## src/inc/pdt_pkg.sv

```systemverilog
/*
   pdt_pkg: register offsets, field positions, reset values, mode codes and divider
   constants of the prescaled down timer.
   Assumes an 8-bit register port with byte addresses.
*/
package pdt_pkg;

   // register byte addresses on the plain register port
   localparam logic [7:0] PDT_PRESCALER_VALUE_OFS  = 8'hd2;
   localparam logic [7:0] PDT_COUNTER_VALUE_OFS    = 8'hd3;
   localparam logic [7:0] PDT_STATUS_CONTROL_OFS   = 8'hd4;

   // timer_status_control_reg field positions
   localparam int PDT_ZERO_FLAG_BIT   = 7;
   localparam int PDT_ZERO_IRQ_EN_BIT = 6;
   localparam int PDT_PIN_DIR_BIT     = 5;
   localparam int PDT_PIN_DATA_BIT    = 4;
   localparam int PDT_PSC_RUN_BIT     = 3;
   localparam int PDT_PSC_SEL_MSB     = 2;
   localparam int PDT_PSC_SEL_LSB     = 0;

   // widths and reset values
   localparam int         PDT_PSC_W        = 7;
   localparam int         PDT_CNT_W        = 8;
   localparam logic [6:0] PDT_PSC_RELOAD   = 7'h7f;
   localparam logic [7:0] PDT_CNT_RELOAD   = 8'hff;
   localparam logic [7:0] PDT_CNT_ZERO     = 8'h00;
   localparam logic [7:0] PDT_CNT_ONE      = 8'h01;
   localparam logic [7:0] PDT_STATUS_RESET = 8'h00;
   localparam logic [7:0] PDT_READ_UNMAPPED = 8'h00;

   // internal clock divider feeding the prescaler
   localparam int         PDT_DIV_RATIO    = 12;
   localparam logic [3:0] PDT_DIV_LAST     = 4'(PDT_DIV_RATIO - 1);

   // operating modes, one-hot
   typedef enum logic [2:0] {
      PDT_MODE_EVENT  = 3'b001,
      PDT_MODE_GATED  = 3'b010,
      PDT_MODE_OUTPUT = 3'b100
   } pdt_mode_t;

endpackage

```

## src/inc/pdt_clk_if.sv

```systemverilog
/*
   pdt_clk_if: carries the prescaler clock sources from the divider and the pin
   synchroniser to the timer core.
   Assumes all three ends share one clock.
*/
`timescale 1ns/1ps
interface pdt_clk_if;
   logic div_run;
   logic div_tick;
   logic pin_level;
   logic pin_rise;

   modport div  (input div_run, output div_tick);
   modport sync (output pin_level, output pin_rise);
   modport core (output div_run, input div_tick, input pin_level, input pin_rise);
endinterface

```

## src/hw/pdt_pin_sync.sv

```systemverilog
/*
   pdt_pin_sync: brings the timer pin into the clock domain and finds its rising edges.
   Assumes the pin may change at any time relative to CLK.
*/
`timescale 1ns/1ps
module pdt_pin_sync
   import pdt_pkg::*;
(
   // clock and reset
   input  wire logic clk,
   input  wire logic reset_n,
   // pin and result
   input  wire logic pin_i,
   pdt_clk_if.sync   src
);
   logic meta_ff;
   logic sync_ff;
   logic prev_ff;

   // meta_ff feeds only sync_ff
   always_ff @(posedge clk or negedge reset_n) begin
      if (!reset_n) begin
         meta_ff <= 1'b0;
         sync_ff <= 1'b0;
         prev_ff <= 1'b0;
      end else begin
         meta_ff <= pin_i;                        // RULE22
         sync_ff <= meta_ff;
         prev_ff <= sync_ff;
      end
   end

   assign src.pin_level = sync_ff;
   assign src.pin_rise  = sync_ff & ~prev_ff;    // RULE22
endmodule // pdt_pin_sync

```

## src/hw/pdt_div12.sv

```systemverilog
/*
   pdt_div12: divides the internal clock by twelve into a one-cycle tick.
   Assumes div_run low freezes the count, as in the stop state.
*/
`timescale 1ns/1ps
module pdt_div12
   import pdt_pkg::*;
(
   // clock and reset
   input  wire logic clk,
   input  wire logic reset_n,
   // control and tick
   pdt_clk_if.div    ctl
);
   logic [3:0] div_ff;

   always_ff @(posedge clk or negedge reset_n) begin
      if (!reset_n) begin
         div_ff <= 4'h0;
      end else if (ctl.div_run) begin
         div_ff <= (div_ff == PDT_DIV_LAST) ? 4'h0 : div_ff + 4'h1;
      end
   end

   assign ctl.div_tick = ctl.div_run && (div_ff == PDT_DIV_LAST);   // RULE1
endmodule // pdt_div12

```

## src/hw/pdt_timer.sv

```systemverilog
/*
   pdt_timer: 8-bit down timer behind a 7-bit prescaler with tap select, three pin
   modes, a sticky zero flag and an interrupt request, reached over a plain
   register port.
   Assumes RD and WR are one-cycle strobes, never together, synchronous to CLK;
   the pin wire is resolved outside from TIMER_PIN_OE.
*/
// Added by the designer: the strobed register port and the address map.
// How it works
// (RULE1) prescaler fed by clock/12 or pin
// (RULE2) prescaler counts down; tap gives 2^n
// (RULE3) prescaler at zero reloads 7Fh
// (RULE4) prescaler value readable by software
// (RULE5) counter decrements on each tap tick
// (RULE6) counter read/write on the fly
// (RULE7) counter at zero reloads 0FFh next
// (RULE8) run clear: counter frozen, prescaler 7Fh
// (RULE9) reset: counter 0FFh, prescaler 7Fh
// (RULE10) prescaler writable while run set
// (RULE11) decrement to zero sets flag, irq
// (RULE12) write 00h or bit7 sets flag
// (RULE13) flag sticky until software clears
// (RULE14) counter write beats decrement to zero
// (RULE15) mode from direction and data bits
// (RULE16) gated: clock/12 only while pin high
// (RULE17) event: pin rising edges clock prescaler
// (RULE18) output: flag rise latches data to pin
// (RULE19) direction set drives pin push-pull
// (RULE20) runs in wait; irq wakes device
// (RULE21) stop freezes all but event counting
// (RULE22) pin synchronised before edge or gate
`timescale 1ns/1ps
module pdt_timer
   import pdt_pkg::*;
#(
   parameter int PSC_W = PDT_PSC_W,
   parameter int CNT_W = PDT_CNT_W
)(
   // clock and reset
   input  wire logic       CLK,
   input  wire logic       RESET_N,
   // register port
   input  wire logic [7:0] ADDR,
   input  wire logic [7:0] WDATA,
   input  wire logic       WR,
   input  wire logic       RD,
   output logic      [7:0] RDATA,
   // timer pin
   input  wire logic       TIMER_PIN_I,
   output logic            TIMER_PIN_O,
   output logic            TIMER_PIN_OE,
   // power state and interrupt
   input  wire logic       STOP_MODE,
   output logic            TIMER_IRQ
);

   // sources from the divider and the pin synchroniser
   pdt_clk_if clk_src ();

   // register state
   logic [PSC_W-1:0] psc_ff;
   logic [CNT_W-1:0] cnt_ff;
   logic             zero_flag_ff;
   logic             zero_irq_enable_ff;
   logic             pin_direction_select_ff;
   logic             pin_data_or_submode_ff;
   logic             prescaler_run_ff;
   logic [2:0]       prescale_select_ff;
   logic             zero_flag_prev_ff;
   logic             pin_out_ff;
   logic [7:0]       rdata_ff;

   // decoded strobes
   logic wr_psc;
   logic wr_cnt;
   logic wr_ctl;

   // mode and clocking
   pdt_mode_t        mode;
   logic             frozen;
   logic             src_tick;
   logic             psc_tick;
   logic             tap_tick;
   logic [PSC_W-1:0] tap_mask;
   logic             div_tick;
   logic             pin_level;
   logic             pin_rise;

   // next values
   logic [PSC_W-1:0] nxt_psc;
   logic [CNT_W-1:0] nxt_cnt;
   logic             cnt_hits_zero;
   logic             nxt_zero_flag;
   logic [7:0]       nxt_rdata;
   logic [7:0]       status_word;

   // register decode
   assign wr_psc = WR && (ADDR == PDT_PRESCALER_VALUE_OFS);
   assign wr_cnt = WR && (ADDR == PDT_COUNTER_VALUE_OFS);
   assign wr_ctl = WR && (ADDR == PDT_STATUS_CONTROL_OFS);

   // mode select
   always_comb begin
      if (pin_direction_select_ff) begin
         mode = PDT_MODE_OUTPUT;                                          // RULE15
      end else if (pin_data_or_submode_ff) begin
         mode = PDT_MODE_GATED;                                           // RULE15
      end else begin
         mode = PDT_MODE_EVENT;                                           // RULE15
      end
   end

   // in stop only the event counter keeps going, on the pin's own edges
   assign frozen = STOP_MODE && (mode != PDT_MODE_EVENT);                 // RULE21

   // the divider also stops in the stop state; it never feeds the event mode
   assign clk_src.div_run = !STOP_MODE;                                   // RULE21

   // local names for the shared clock sources
   assign div_tick  = clk_src.div_tick;
   assign pin_level = clk_src.pin_level;
   assign pin_rise  = clk_src.pin_rise;

   // prescaler source per mode
   always_comb begin
      case (mode)
         PDT_MODE_EVENT: begin
            src_tick = pin_rise;                                          // RULE17
         end
         PDT_MODE_GATED: begin
            src_tick = div_tick && pin_level;                             // RULE16
         end
         PDT_MODE_OUTPUT: begin
            src_tick = div_tick;                                          // RULE18
         end
         default: begin
            src_tick = 1'b0;
         end
      endcase
   end

   assign psc_tick = prescaler_run_ff && !frozen && src_tick;             // RULE1

   // tap n fires when the low n prescaler bits are all zero, i.e. every 2^n ticks
   // tap 0 passes every source tick, tap 7 one in 128
   assign tap_mask = PSC_W'((1 << prescale_select_ff) - 1);
   assign tap_tick = psc_tick && ((psc_ff & tap_mask) == '0);             // RULE2

   // prescaler next value
   // a write while run is clear is dropped: the run bit pins it at 7Fh
   always_comb begin
      nxt_psc = psc_ff;
      if (!prescaler_run_ff) begin
         nxt_psc = PDT_PSC_RELOAD;                                        // RULE8
      end else if (wr_psc) begin
         nxt_psc = WDATA[PSC_W-1:0];                                      // RULE10
      end else if (psc_tick) begin
         if (psc_ff == '0) begin
            nxt_psc = PDT_PSC_RELOAD;                                     // RULE3
         end else begin
            nxt_psc = psc_ff - PSC_W'(1);                                 // RULE2
         end
      end
   end

   // a run bit written low takes effect one cycle later, through prescaler_run_ff
   always_ff @(posedge CLK or negedge RESET_N) begin
      if (!RESET_N) begin
         psc_ff <= PDT_PSC_RELOAD;                                        // RULE9
      end else begin
         psc_ff <= nxt_psc;
      end
   end

   // counter next value; the software write always wins
   // a write in the cycle of a decrement to zero leaves the flag alone unless it writes 00h
   always_comb begin
      nxt_cnt       = cnt_ff;
      cnt_hits_zero = 1'b0;
      if (wr_cnt) begin
         nxt_cnt = WDATA[CNT_W-1:0];                                      // RULE6 RULE14
      end else if (tap_tick) begin
         if (cnt_ff == CNT_W'(PDT_CNT_ZERO)) begin
            nxt_cnt = CNT_W'(PDT_CNT_RELOAD);                             // RULE7
         end else begin
            nxt_cnt       = cnt_ff - CNT_W'(1);                           // RULE5
            cnt_hits_zero = (cnt_ff == CNT_W'(PDT_CNT_ONE));              // RULE11
         end
      end
   end

   // tap_tick is already gated by prescaler_run, so the counter freezes with it
   always_ff @(posedge CLK or negedge RESET_N) begin
      if (!RESET_N) begin
         cnt_ff <= PDT_CNT_RELOAD;                                        // RULE9
      end else begin
         cnt_ff <= nxt_cnt;                                               // RULE8
      end
   end

   // zero flag: any set beats a software clear in the same cycle
   // the flag is the one bit that hardware and software both write
   always_comb begin
      nxt_zero_flag = zero_flag_ff;
      if (wr_ctl) begin
         nxt_zero_flag = WDATA[PDT_ZERO_FLAG_BIT];                        // RULE13
      end
      if (cnt_hits_zero) begin
         nxt_zero_flag = 1'b1;                                            // RULE11
      end
      if (wr_cnt && (WDATA == PDT_CNT_ZERO)) begin
         nxt_zero_flag = 1'b1;                                            // RULE12
      end
   end

   always_ff @(posedge CLK or negedge RESET_N) begin
      if (!RESET_N) begin
         zero_flag_ff <= PDT_STATUS_RESET[PDT_ZERO_FLAG_BIT];
      end else begin
         zero_flag_ff <= nxt_zero_flag;                                   // RULE13
      end
   end

   // interrupt enable bit
   always_ff @(posedge CLK or negedge RESET_N) begin
      if (!RESET_N) begin
         zero_irq_enable_ff <= PDT_STATUS_RESET[PDT_ZERO_IRQ_EN_BIT];
      end else if (wr_ctl) begin
         zero_irq_enable_ff <= WDATA[PDT_ZERO_IRQ_EN_BIT];                // RULE11
      end
   end

   // pin direction bit
   always_ff @(posedge CLK or negedge RESET_N) begin
      if (!RESET_N) begin
         pin_direction_select_ff <= PDT_STATUS_RESET[PDT_PIN_DIR_BIT];
      end else if (wr_ctl) begin
         pin_direction_select_ff <= WDATA[PDT_PIN_DIR_BIT];               // RULE15
      end
   end

   // pin data or input submode bit
   always_ff @(posedge CLK or negedge RESET_N) begin
      if (!RESET_N) begin
         pin_data_or_submode_ff <= PDT_STATUS_RESET[PDT_PIN_DATA_BIT];
      end else if (wr_ctl) begin
         pin_data_or_submode_ff <= WDATA[PDT_PIN_DATA_BIT];               // RULE15
      end
   end

   // prescaler run bit
   always_ff @(posedge CLK or negedge RESET_N) begin
      if (!RESET_N) begin
         prescaler_run_ff <= PDT_STATUS_RESET[PDT_PSC_RUN_BIT];
      end else if (wr_ctl) begin
         prescaler_run_ff <= WDATA[PDT_PSC_RUN_BIT];                      // RULE8
      end
   end

   // prescaler tap select
   always_ff @(posedge CLK or negedge RESET_N) begin
      if (!RESET_N) begin
         prescale_select_ff <= PDT_STATUS_RESET[PDT_PSC_SEL_MSB:PDT_PSC_SEL_LSB];
      end else if (wr_ctl) begin
         prescale_select_ff <= WDATA[PDT_PSC_SEL_MSB:PDT_PSC_SEL_LSB];    // RULE2
      end
   end

   // previous flag, for the rising-edge latch below
   always_ff @(posedge CLK or negedge RESET_N) begin
      if (!RESET_N) begin
         zero_flag_prev_ff <= 1'b0;
      end else begin
         zero_flag_prev_ff <= zero_flag_ff;
      end
   end

   // output level latch: a rising zero flag, from any cause, latches the data bit
   always_ff @(posedge CLK or negedge RESET_N) begin
      if (!RESET_N) begin
         pin_out_ff <= 1'b0;
      end else if (zero_flag_ff && !zero_flag_prev_ff) begin
         pin_out_ff <= pin_data_or_submode_ff;                            // RULE18
      end
   end

   // the pin is driven as soon as the direction bit is set, whatever the port says
   assign TIMER_PIN_OE = pin_direction_select_ff;                         // RULE19
   assign TIMER_PIN_O  = pin_out_ff;                                      // RULE18

   // level request; no dependence on wait, so it also serves as the wake source
   // the wait state needs no input of its own: the timer simply keeps running
   assign TIMER_IRQ = zero_flag_ff && zero_irq_enable_ff;                 // RULE11 RULE20

   // status/control register as software reads it
   assign status_word = {zero_flag_ff, zero_irq_enable_ff, pin_direction_select_ff,
                         pin_data_or_submode_ff, prescaler_run_ff, prescale_select_ff};

   // read data, valid the cycle after RD only
   always_comb begin
      nxt_rdata = 8'h00;
      if (RD) begin
         case (ADDR)
            PDT_PRESCALER_VALUE_OFS: begin
               nxt_rdata = {1'b0, psc_ff};                                // RULE4
            end
            PDT_COUNTER_VALUE_OFS: begin
               nxt_rdata = cnt_ff;                                        // RULE6
            end
            PDT_STATUS_CONTROL_OFS: begin
               nxt_rdata = status_word;
            end
            default: begin
               nxt_rdata = PDT_READ_UNMAPPED;
            end
         endcase
      end
   end

   always_ff @(posedge CLK or negedge RESET_N) begin
      if (!RESET_N) begin
         rdata_ff <= 8'h00;
      end else begin
         rdata_ff <= nxt_rdata;
      end
   end

   assign RDATA = rdata_ff;

   // clock sources
   pdt_div12 u_div12 (
      .clk     (CLK),
      .reset_n (RESET_N),
      .ctl     (clk_src)
   );

   pdt_pin_sync u_pin_sync (
      .clk     (CLK),
      .reset_n (RESET_N),
      .pin_i   (TIMER_PIN_I),
      .src     (clk_src)
   );

endmodule // pdt_timer

```

## config.mk

```make
export PLATFORM = sky130hd
export DESIGN_NAME = pdt_timer
export DESIGN_NICKNAME = d
export VERILOG_FILES = /design/src/inc/pdt_pkg.sv /design/src/inc/pdt_clk_if.sv /design/src/hw/pdt_pin_sync.sv /design/src/hw/pdt_div12.sv /design/src/hw/pdt_timer.sv
export SDC_FILE = /design/constraint.sdc
export NUM_CORES = 1
export LEC_CHECK = 0
export ABC_AREA = 1
export BUFFER_PORTS_ARGS = -buffer_cell sky130_fd_sc_hd__buf_2
export CAP_MARGIN = 10
export CORE_MARGIN = 5
export CORE_UTILIZATION = 60
export DETAILED_ROUTE_END_ITERATION = 8
export MAX_ROUTING_LAYER = met4
export PLACE_DENSITY_LB_ADDON = 0.12
export REMOVE_ABC_BUFFERS = 1
export SLEW_MARGIN = 30
export SYNTH_ARGS = -nofsm -noshare
export SYNTH_HDL_FRONTEND = slang
export SYNTH_HIERARCHICAL = 1
export SYNTH_SLANG_ARGS = --single-unit
```

## constraint.sdc

```tcl
create_clock -name CLK -period 3.4 [get_ports CLK]
set_clock_uncertainty 0.15 [all_clocks]
set_input_delay 0.17 -clock CLK [delete_from_list [all_inputs] [get_ports CLK]]
set_output_delay 0.17 -clock CLK [all_outputs]
set_load 0.02 [all_outputs]
```

# Word level (Yosys, flattened, before mapping)
# Cells that the tools add are included.
# op_classes
n_addsub	4
n_eq_ne	10
shifts	1
n_mux	19
bitwise_logic	3
n_reduce_logical	21
# op_table
cell	n
$mux 8	4
$mux 7	4
$eq 8x8->1 const B	3
$pmux 8 s3	1
$logic_not 8->1	2
$logic_not 7->1	2
$logic_and 1x1->1	12
$eq 8x1->1 const B	1
$sub 8x1->8 const B	1
$and 7x7->7	1
$shl 1x3->7 const A	1
$sub 7x1->7 const B	1
$sub 7x2->7 const B	1
$mux 1	6
$ne 3x1->1 const B	2
$add 4x1->4 const B	1
$eq 4x4->1 const B	1
$mux 4	1
$eq 3x1->1 const B	1
$eq 3x2->1 const B	1
$eq 3x3->1 const B	1
$logic_not 1->1	3
$mux 3	1
$pmux 1 s3	1
5 further kinds	5
# word_totals
register_bits	40
in_bits	22
out_inout_bits	11
elab_cells	73

# Logic depth before layout (Yosys ltp)
# Gate-level depths: netlist of the first run.
# depth
depth_word	12
ltp_mapped	12
depth_no_buf	11

# Cells and area by module
# The synthesis of the first run kept the hierarchy.
# modules_own_cells
module	instances	cells_per_inst	area_per_inst_um2	seq_area_each_um2
pdt_timer	1	327	2269.7	844.6
pdt_div12	1	28	207.7	100.1
pdt_pin_sync	1	5	85.1	75.1

# Worst setup path before layout of the first run
# OpenSTA, ideal clock, no wires.
# synth_timing
path_type	reg2reg
from	register prescale_select_ff[1]
to	register cnt_ff[0]
setup_ps	60
t_arrival_ps	1556
t_required_ps	3190
path_slack_ps	1634
stages_incl_launch_ff	11
path_buffers	0
period_less_slack_ps	1766
path_cell_list	dfrtp_1 nor2_1 nand2_1 ha_1 o21ai_0 nor2_1 nand3_2 inv_1 nand2_2 nand3_1 nand2_1
# synth_between
elab_chain_len	6
# synth_rtl
element	line_no	rtl
start, declared	pdt_timer.sv:68	logic [2:0] prescale_select_ff;
start signal, assigned	pdt_timer.sv:263	prescale_select_ff <= PDT_STATUS_RESET[PDT_PSC_SEL_MSB:PDT_PSC_SEL_LSB];
start signal, assigned	pdt_timer.sv:265	prescale_select_ff <= WDATA[PDT_PSC_SEL_MSB:PDT_PSC_SEL_LSB];
$shl 1x3->7	pdt_timer.sv:146	assign tap_mask = PSC_W'((1 << prescale_select_ff) - 1);
$sub 7x2->7	pdt_timer.sv:146	
$and 7x7->7	pdt_timer.sv:147	assign tap_tick = psc_tick && ((psc_ff & tap_mask) == '0);
$logic_not 7->1	pdt_timer.sv:147	
$logic_and 1x1->1	pdt_timer.sv:147	
$reduce_bool 2->1 (no source line)	--	
end signal, assigned	pdt_timer.sv:197	cnt_ff <= nxt_cnt;
end, declared	pdt_timer.sv:62	logic [CNT_W-1:0] cnt_ff;
# Every way passes these cells.
# A chain may end at the register's enable or synchronous reset.

# Final worst setup path of the first run
# layout_timing
from	register prescale_select_ff[1]
to	register cnt_ff[6]
# The elaborated chain is that of the path after synthesis.

==> flow_summary.toml, run 1 <==
[critical_path]
crit_slowest_cell = "dfrtp_1"
cp_top_family = "simple AND/OR/NAND/NOR gates"
startpoint_type = "register"
max_stage_delay_ns = 0.46
path_buf_inv = 0
crit_top_cell = "nand2_1"
path_class = "reg -> reg"
path_max_fanout = 8
worstPathCellList = "nor2_1 -> nand2_1 -> ha_1 -> nand2_1 -> nand2_1 -> nand3_1 -> nand2_1 -> nor2_2 -> nand2_2 -> nand3_1 -> nand2_1"
cp.required_ns = 3.47
cp-end-kind = "register"
critical_path_arrival_ns = 2.10
r2r_slack_ns = 1.37

[final_layout]
nets = 427
final_cells = 449
regArea_um2 = 1020
drive_gt1_share_pct = 19.0
area.growth.synth_to_final_pct = 12.6
fill_cells = 367
num_antenna_cells = 0
post-route-util_pct = 71.1
multi_input_area_um2 = 1300
finish.instance_area_um2 = 2890

[logic_synthesis]
yosys.cell_types.count = 28
synth_commonest_cells = "nand2_1 (108), inv_1 (47), nor2_1 (42)"
synth_edf_count = 0
syn_avg_cell_area_um2 = 7.12
yosys_warnings = 6
ys_top_cells_by_area = "dfrtp_1 (24%), nand2_1 (16%), dfstp_2 (15%), inv_1 (6.9%), nand3_1 (6.6%)"
postSynthCellCount = 360
syn_area_um2 = 2560
yosys_register_bits = 40
synth.largest_area_cell = "dfrtp_1"
synth-main-ff-cell = "dfrtp_1"
async_flop_share_pct = 100
synth_most_common_cell = "nand2_1"
synth_top_area_share_pct = 24.4
synth_seq_area_share_pct = 39.8

[grt]
grt_pass1_wl_um = 10300
met1_usage_pct = 33.2
grt_pass1_vias = 2255
overflow = 0
grt_max_degree = 41
top_usage_layer = "met2"
antenna_found_initial = 0
use_met3_pct = 3.69
grt_usage_pct = 24.7
globalRouteMet2Util_pct = 38.4

[power]
powerDensity_nw_per_um2 = 559
leakagePower_uw = 0.00156
peakVddDrop_v = 0.000383

[outcome]
run_status = "complete, no violations"

[drt]
routed_wl_um = 6200
viasPerCell = 5.52
drt.antenna.violating_nets = 0
drc = 0
drtIter0Drc = 249
drt-wirelength-per-cell_um = 13.8
vias = 2479
drt_pre_antenna_iters = 5

[sta]
hold_violations = 0
rsz0062_at_grt = "no"
final-setup-viol-count = 0
maxSlewHeadroom_pct = 67.2
fmax_mhz = 492
tightestPinTransition_ns = 0.492
finalCritPeriodShare_pct = 59.8
tns_ns = 0
finalCriticalPeriod_ns = 2.03
slew_violations = 0

[die]
die_x_um = 75.4
rows = 23
pin_count = 33
floorplan.initialDensity_pct = 63.2
core_um2 = 4060
die_y_um = 75.4
die-area_um2 = 5680

[min_path]
hp-class = "in -> reg"

[clock_network]
cts_inserted_buffers = 5
h-tree-depth = 2
clk_pin_slew_worst_paths_ns = 0.07
worstSkewPairLatency_ns = 0.29
clkSinkCount = 40
clockRootBuffer = "clkbuf_8"
clock_path_buffers = 2
cts_tree = "yes"
ctsResizeCount = 0

[placed_design]
dpl.hpwl_um = 4600
numPortBuffers = 32
dpl-instance-area_um2 = 2740
dp.cells = 437
gp_congestion = 0.955

[run]
max_cap_viol_count = 0
per-layer routing:
layer / vias up / part of all wire [%]
met5: - / 0
met4: 0 / 2.0
met3: 12 / 8.6
met2: 114 / 46
met1: 1134 / 43
li1: 1219 / -
cell type report:
class,instances,share of cell area [%]
Sequential cell,40,35.3
Multi-Input combinational cell,264,45.1
Clock buffer,6,2.51
Timing Repair Buffer,36,7.02
Tap cell,50,2.17
Clock inverter,2,1.21
Inverter,51,6.63
cell families (layout without fill, tap and decap cells):
kind of cell               after synthesis  count (layout)  share of synthesized area, %
and+or+nand+nor                        209             209                          36.2
DFF                                     40              40                          39.8
xor gates and xnor gates                 5               5                          1.71
AOI/OAI and AO/OA                       43              43                          9.47
buffers and inverters                   56              95                          9.37
adders and majority gates                7               7                          3.42
cells in the final DEF (no fill, tap or decap), types with 4 or more instances in the layout:
master,Yosys,final
nand3_2,5,5
dfrtp_1,25,25
inv_2,4,4
inv_1,47,47
o21ai_1,4,4
nand3_1,34,34
nand2_2,4,4
nor2_1,42,42
a21oi_1,9,9
xor2_1,4,4
nor2_2,4,4
buf_2,0,31
dfstp_2,15,15
nand4_1,4,4
o21ai_0,21,21
clkbuf_8,0,5
nand2_1,108,108
ha_1,7,7
dlygate4sd3_1,0,4
report_power, final:
group / total, µW / internal [µW] / switching (µW)
clock network: 376 / 218 / 159
logic: 545 / 198 / 347
registers: 694 / 601 / 92.8
total: 1610 / 1020 / 598
flip-flops by register name, summed over array words and instances, names as in the netlist, 3 cells and up:
name	cells
RDATA	8
prescale_select_ff	3
cnt_ff	8
psc_ff	7
u_div12/div_ff	4
timing repair:
item,CTS,global route
setup buffers,0,0
endpoints found under the hold margin,29,0
setup endpoints to repair,0,0
hold buffers,4,0
metrics by stage:
stage               hold WS (ns)  setup slack [ns]  total power (µW)
finish                    0.0139              1.37              1610
global route              0.0149              1.16              1730
CTS                       0.0146              1.40              1610
detailed placement         0.140              1.43              1230
global placement           0.129              1.50              1220
floorplan                 -0.276              1.63              1080
path summary, 6_finish.rpt:
check / cells past startpoint / startpoint / end
setup / recovery: 11 / prescale_select_ff[1] / cnt_ff[6]
hold / removal: 3 / WDATA[2] / prescale_select_ff[2]
setup reg to reg: 11 / prescale_select_ff[1] / cnt_ff[6]
hold reg to reg: 0 / u_pin_sync/meta_ff / u_pin_sync/src.pin_level
max in group asynchronous: 2 / RESET_N / cnt_ff[0]
min in group asynchronous: 2 / RESET_N / prescaler_run_ff
worst min-delay path, delay by kind of cell:
family	cells	cell delay, ns
AOI/OAI and AO/OA	1	0.06
buffers and inverters	1	0.13
and+or+nand+nor	1	0.06
(Power assumes the default switching activity.)
==> inputs of run 2 (changes only) <==
CORE_UTILIZATION = 58   (was 60)
clock period = 2.1 ns   (was 3.4 ns; I/O delays follow)
==> run 2 against run 1 <==
Flip-flop and latch count did not move. Total power rose by 56%. Via count fell by 1.3%. Final cell count rose by 2.7%. Combinational power rose by 62%. Global-route usage fell by 1.3 points. Setup slack got worse by 1.2 ns. Non-clock buffer count rose by 10. Maximum frequency rose by 3.3%. Clock power rose by 34%. Critical endpoint is now cnt_ff[3]. Highest routed layer unchanged.
==> flow_summary.toml, run 2 (synthesis gave the netlist of run 1 again) <==
[drt]
vias = 2446
viasPerCell = 5.31
routed_wl_um = 6270
drc = 0
drtIter0Drc = 233
drt-wirelength-per-cell_um = 13.6
drt.antenna.violating_nets = 0
drt_pre_antenna_iters = 5

[sta]
finalCriticalPeriod_ns = 1.97
whs_ns = 0.0619
fmax_mhz = 508
finalCritPeriodShare_pct = 93.7
tightestPinTransition_ns = 0.496
slew_violations = 0
tns_ns = 0
maxSlewHeadroom_pct = 66.9
worst_slack_ns = 0.132
hold_violations = 0
final-setup-viol-count = 0
rsz0062_at_grt = "yes"

[clock_network]
clk_pin_slew_worst_paths_ns = 0.08
worstSkewPairLatency_ns = 0.29
clkSinkCount = 40
cts_tree = "yes"
clockRootBuffer = "clkbuf_8"
clock_path_buffers = 2
h-tree-depth = 2
cts_inserted_buffers = 5

[critical_path]
cp-end-kind = "register"
critical_path_arrival_ns = 2.05
reg2reg_to = "cnt_ff[3]"
cp-startpoint = "prescale_select_ff[1]"
crit_end = "cnt_ff[3]"
cp.required_ns = 2.19
path_max_fanout = 8
rr_worst_depth = 11
startpoint_type = "register"
path_class = "reg -> reg"
r2r_slack_ns = 0.13
rr_startpoint = "prescale_select_ff[1]"

[die]
die_x_um = 76.5
rows = 24
floorplan.initialDensity_pct = 59.3
pin_count = 33
die-area_um2 = 5850
core_um2 = 4320
die_y_um = 76.5

[final_layout]
area.growth.synth_to_final_pct = 15.8
nets = 437
drive_gt1_share_pct = 20.3
num_antenna_cells = 0
finish.instance_area_um2 = 2970
final_cell_mix = "nand2_1 (106), inv_1 (47), nor2_1 (41)"
layout_commonest_cell = "nand2_1"
fill_cells = 395
post-route-util_pct = 68.6

[run]
max_cap_viol_count = 0

[min_path]
hp-class = "in -> reg"
hp-start = "WDATA[7]"

[grt]
overflow = 0
grt_pass1_wl_um = 10900
grt_usage_pct = 23.5
grt_max_degree = 41
grt_pass1_vias = 2222
antenna_found_initial = 0

[power]
powerDensity_nw_per_um2 = 847
leakagePower_uw = 0.00159
peakVddDrop_v = 0.000473

[placed_design]
preCtsSetupSlack_ns = 0.157
dpl-instance-area_um2 = 2760
gp_congestion = 0.974
dpl.hpwl_um = 4700
numPortBuffers = 32

[outcome]
run_status = "complete, no violations"
==> run 2: changes by cell type in the layout (fill, tap and decap cells not counted) <==
cell	delta
buf_4	+3
nand2_1	-2
nor2_2	+1
bufinv_16	-1
dfrtp_2	+1
dfrtp_1	-1
nand2_2	+2
nor2_1	-1
clkinvlp_4	+1
dlygate4sd3_1	+7
==> run 2: worst min path at each step <==
| stage | endpoint | slack, ns | cells after the start |
|---|---|---|---|
| final | zero_flag_ff | 0.06 | 5 |
| after global routing | zero_flag_ff | 0.13 | 5 |
| after CTS | zero_flag_ff | 0.05 | 5 |
| after detailed placement | u_pin_sync/meta_ff | 0.06 | 1 |
| after global placement | u_pin_sync/meta_ff | 0.07 | 1 |
| after floorplan | RDATA[0] | -0.34 | 0 |
==> run 2: through the flow <==
stage / total power, µW / std cells
final: 2510 / 461
after global routing: 2740 / 461
after CTS: 2510 / 461
after detailed placement: 1990 / 442
after global placement: 1980 / 442
after floorplan: 1750 / 355
==> run 2: metal layers <==
layer,global-route usage (%),share of wire [%],vias up
li1,-,-,1236
met1,33.8,48,1107
met2,34.7,45,98
met3,4.96,6.6,5
met4,3.85,0.57,0
met5,-,0,-
==> run 2: power by group <==
group | switching (µW) | total, µW | internal [µW]
combinational | 550 | 881 | 331
sequential | 155 | 1130 | 973
clock | 271 | 503 | 232
==> run 2: timing repair <==
item,CTS,global route
setup buffers,0,0
hold endpoints to repair,41,0
gates resized for setup,0,4
setup endpoints to repair,0,12
hold buffers,11,0
==> run 2: area by class of cell <==
cell class                      instances  area, µm²  share of cell area, %
Sequential cell                        40       1020                   34.4
Inverter                               51        191                   6.45
Multi-Input combinational cell        264       1310                   44.1
Clock inverter                          2       12.5                  0.422
Clock buffer                            6       72.6                   2.45
Timing Repair Buffer                   46        295                   9.95
Tap cell                               52       65.1                   2.19
==> run 2: worst max-delay path, stage by stage, from the launching register on <==
cell     delay [ns]
dfrtp_2        0.46
nor2_2         0.17
nand2_1        0.09
ha_1           0.26
nand2_1        0.11
nand2_1        0.06
nand3_1        0.10
nand2_1        0.08
nor2_2         0.11
nand2_2        0.14
nand3_1        0.11
nand2_1        0.06
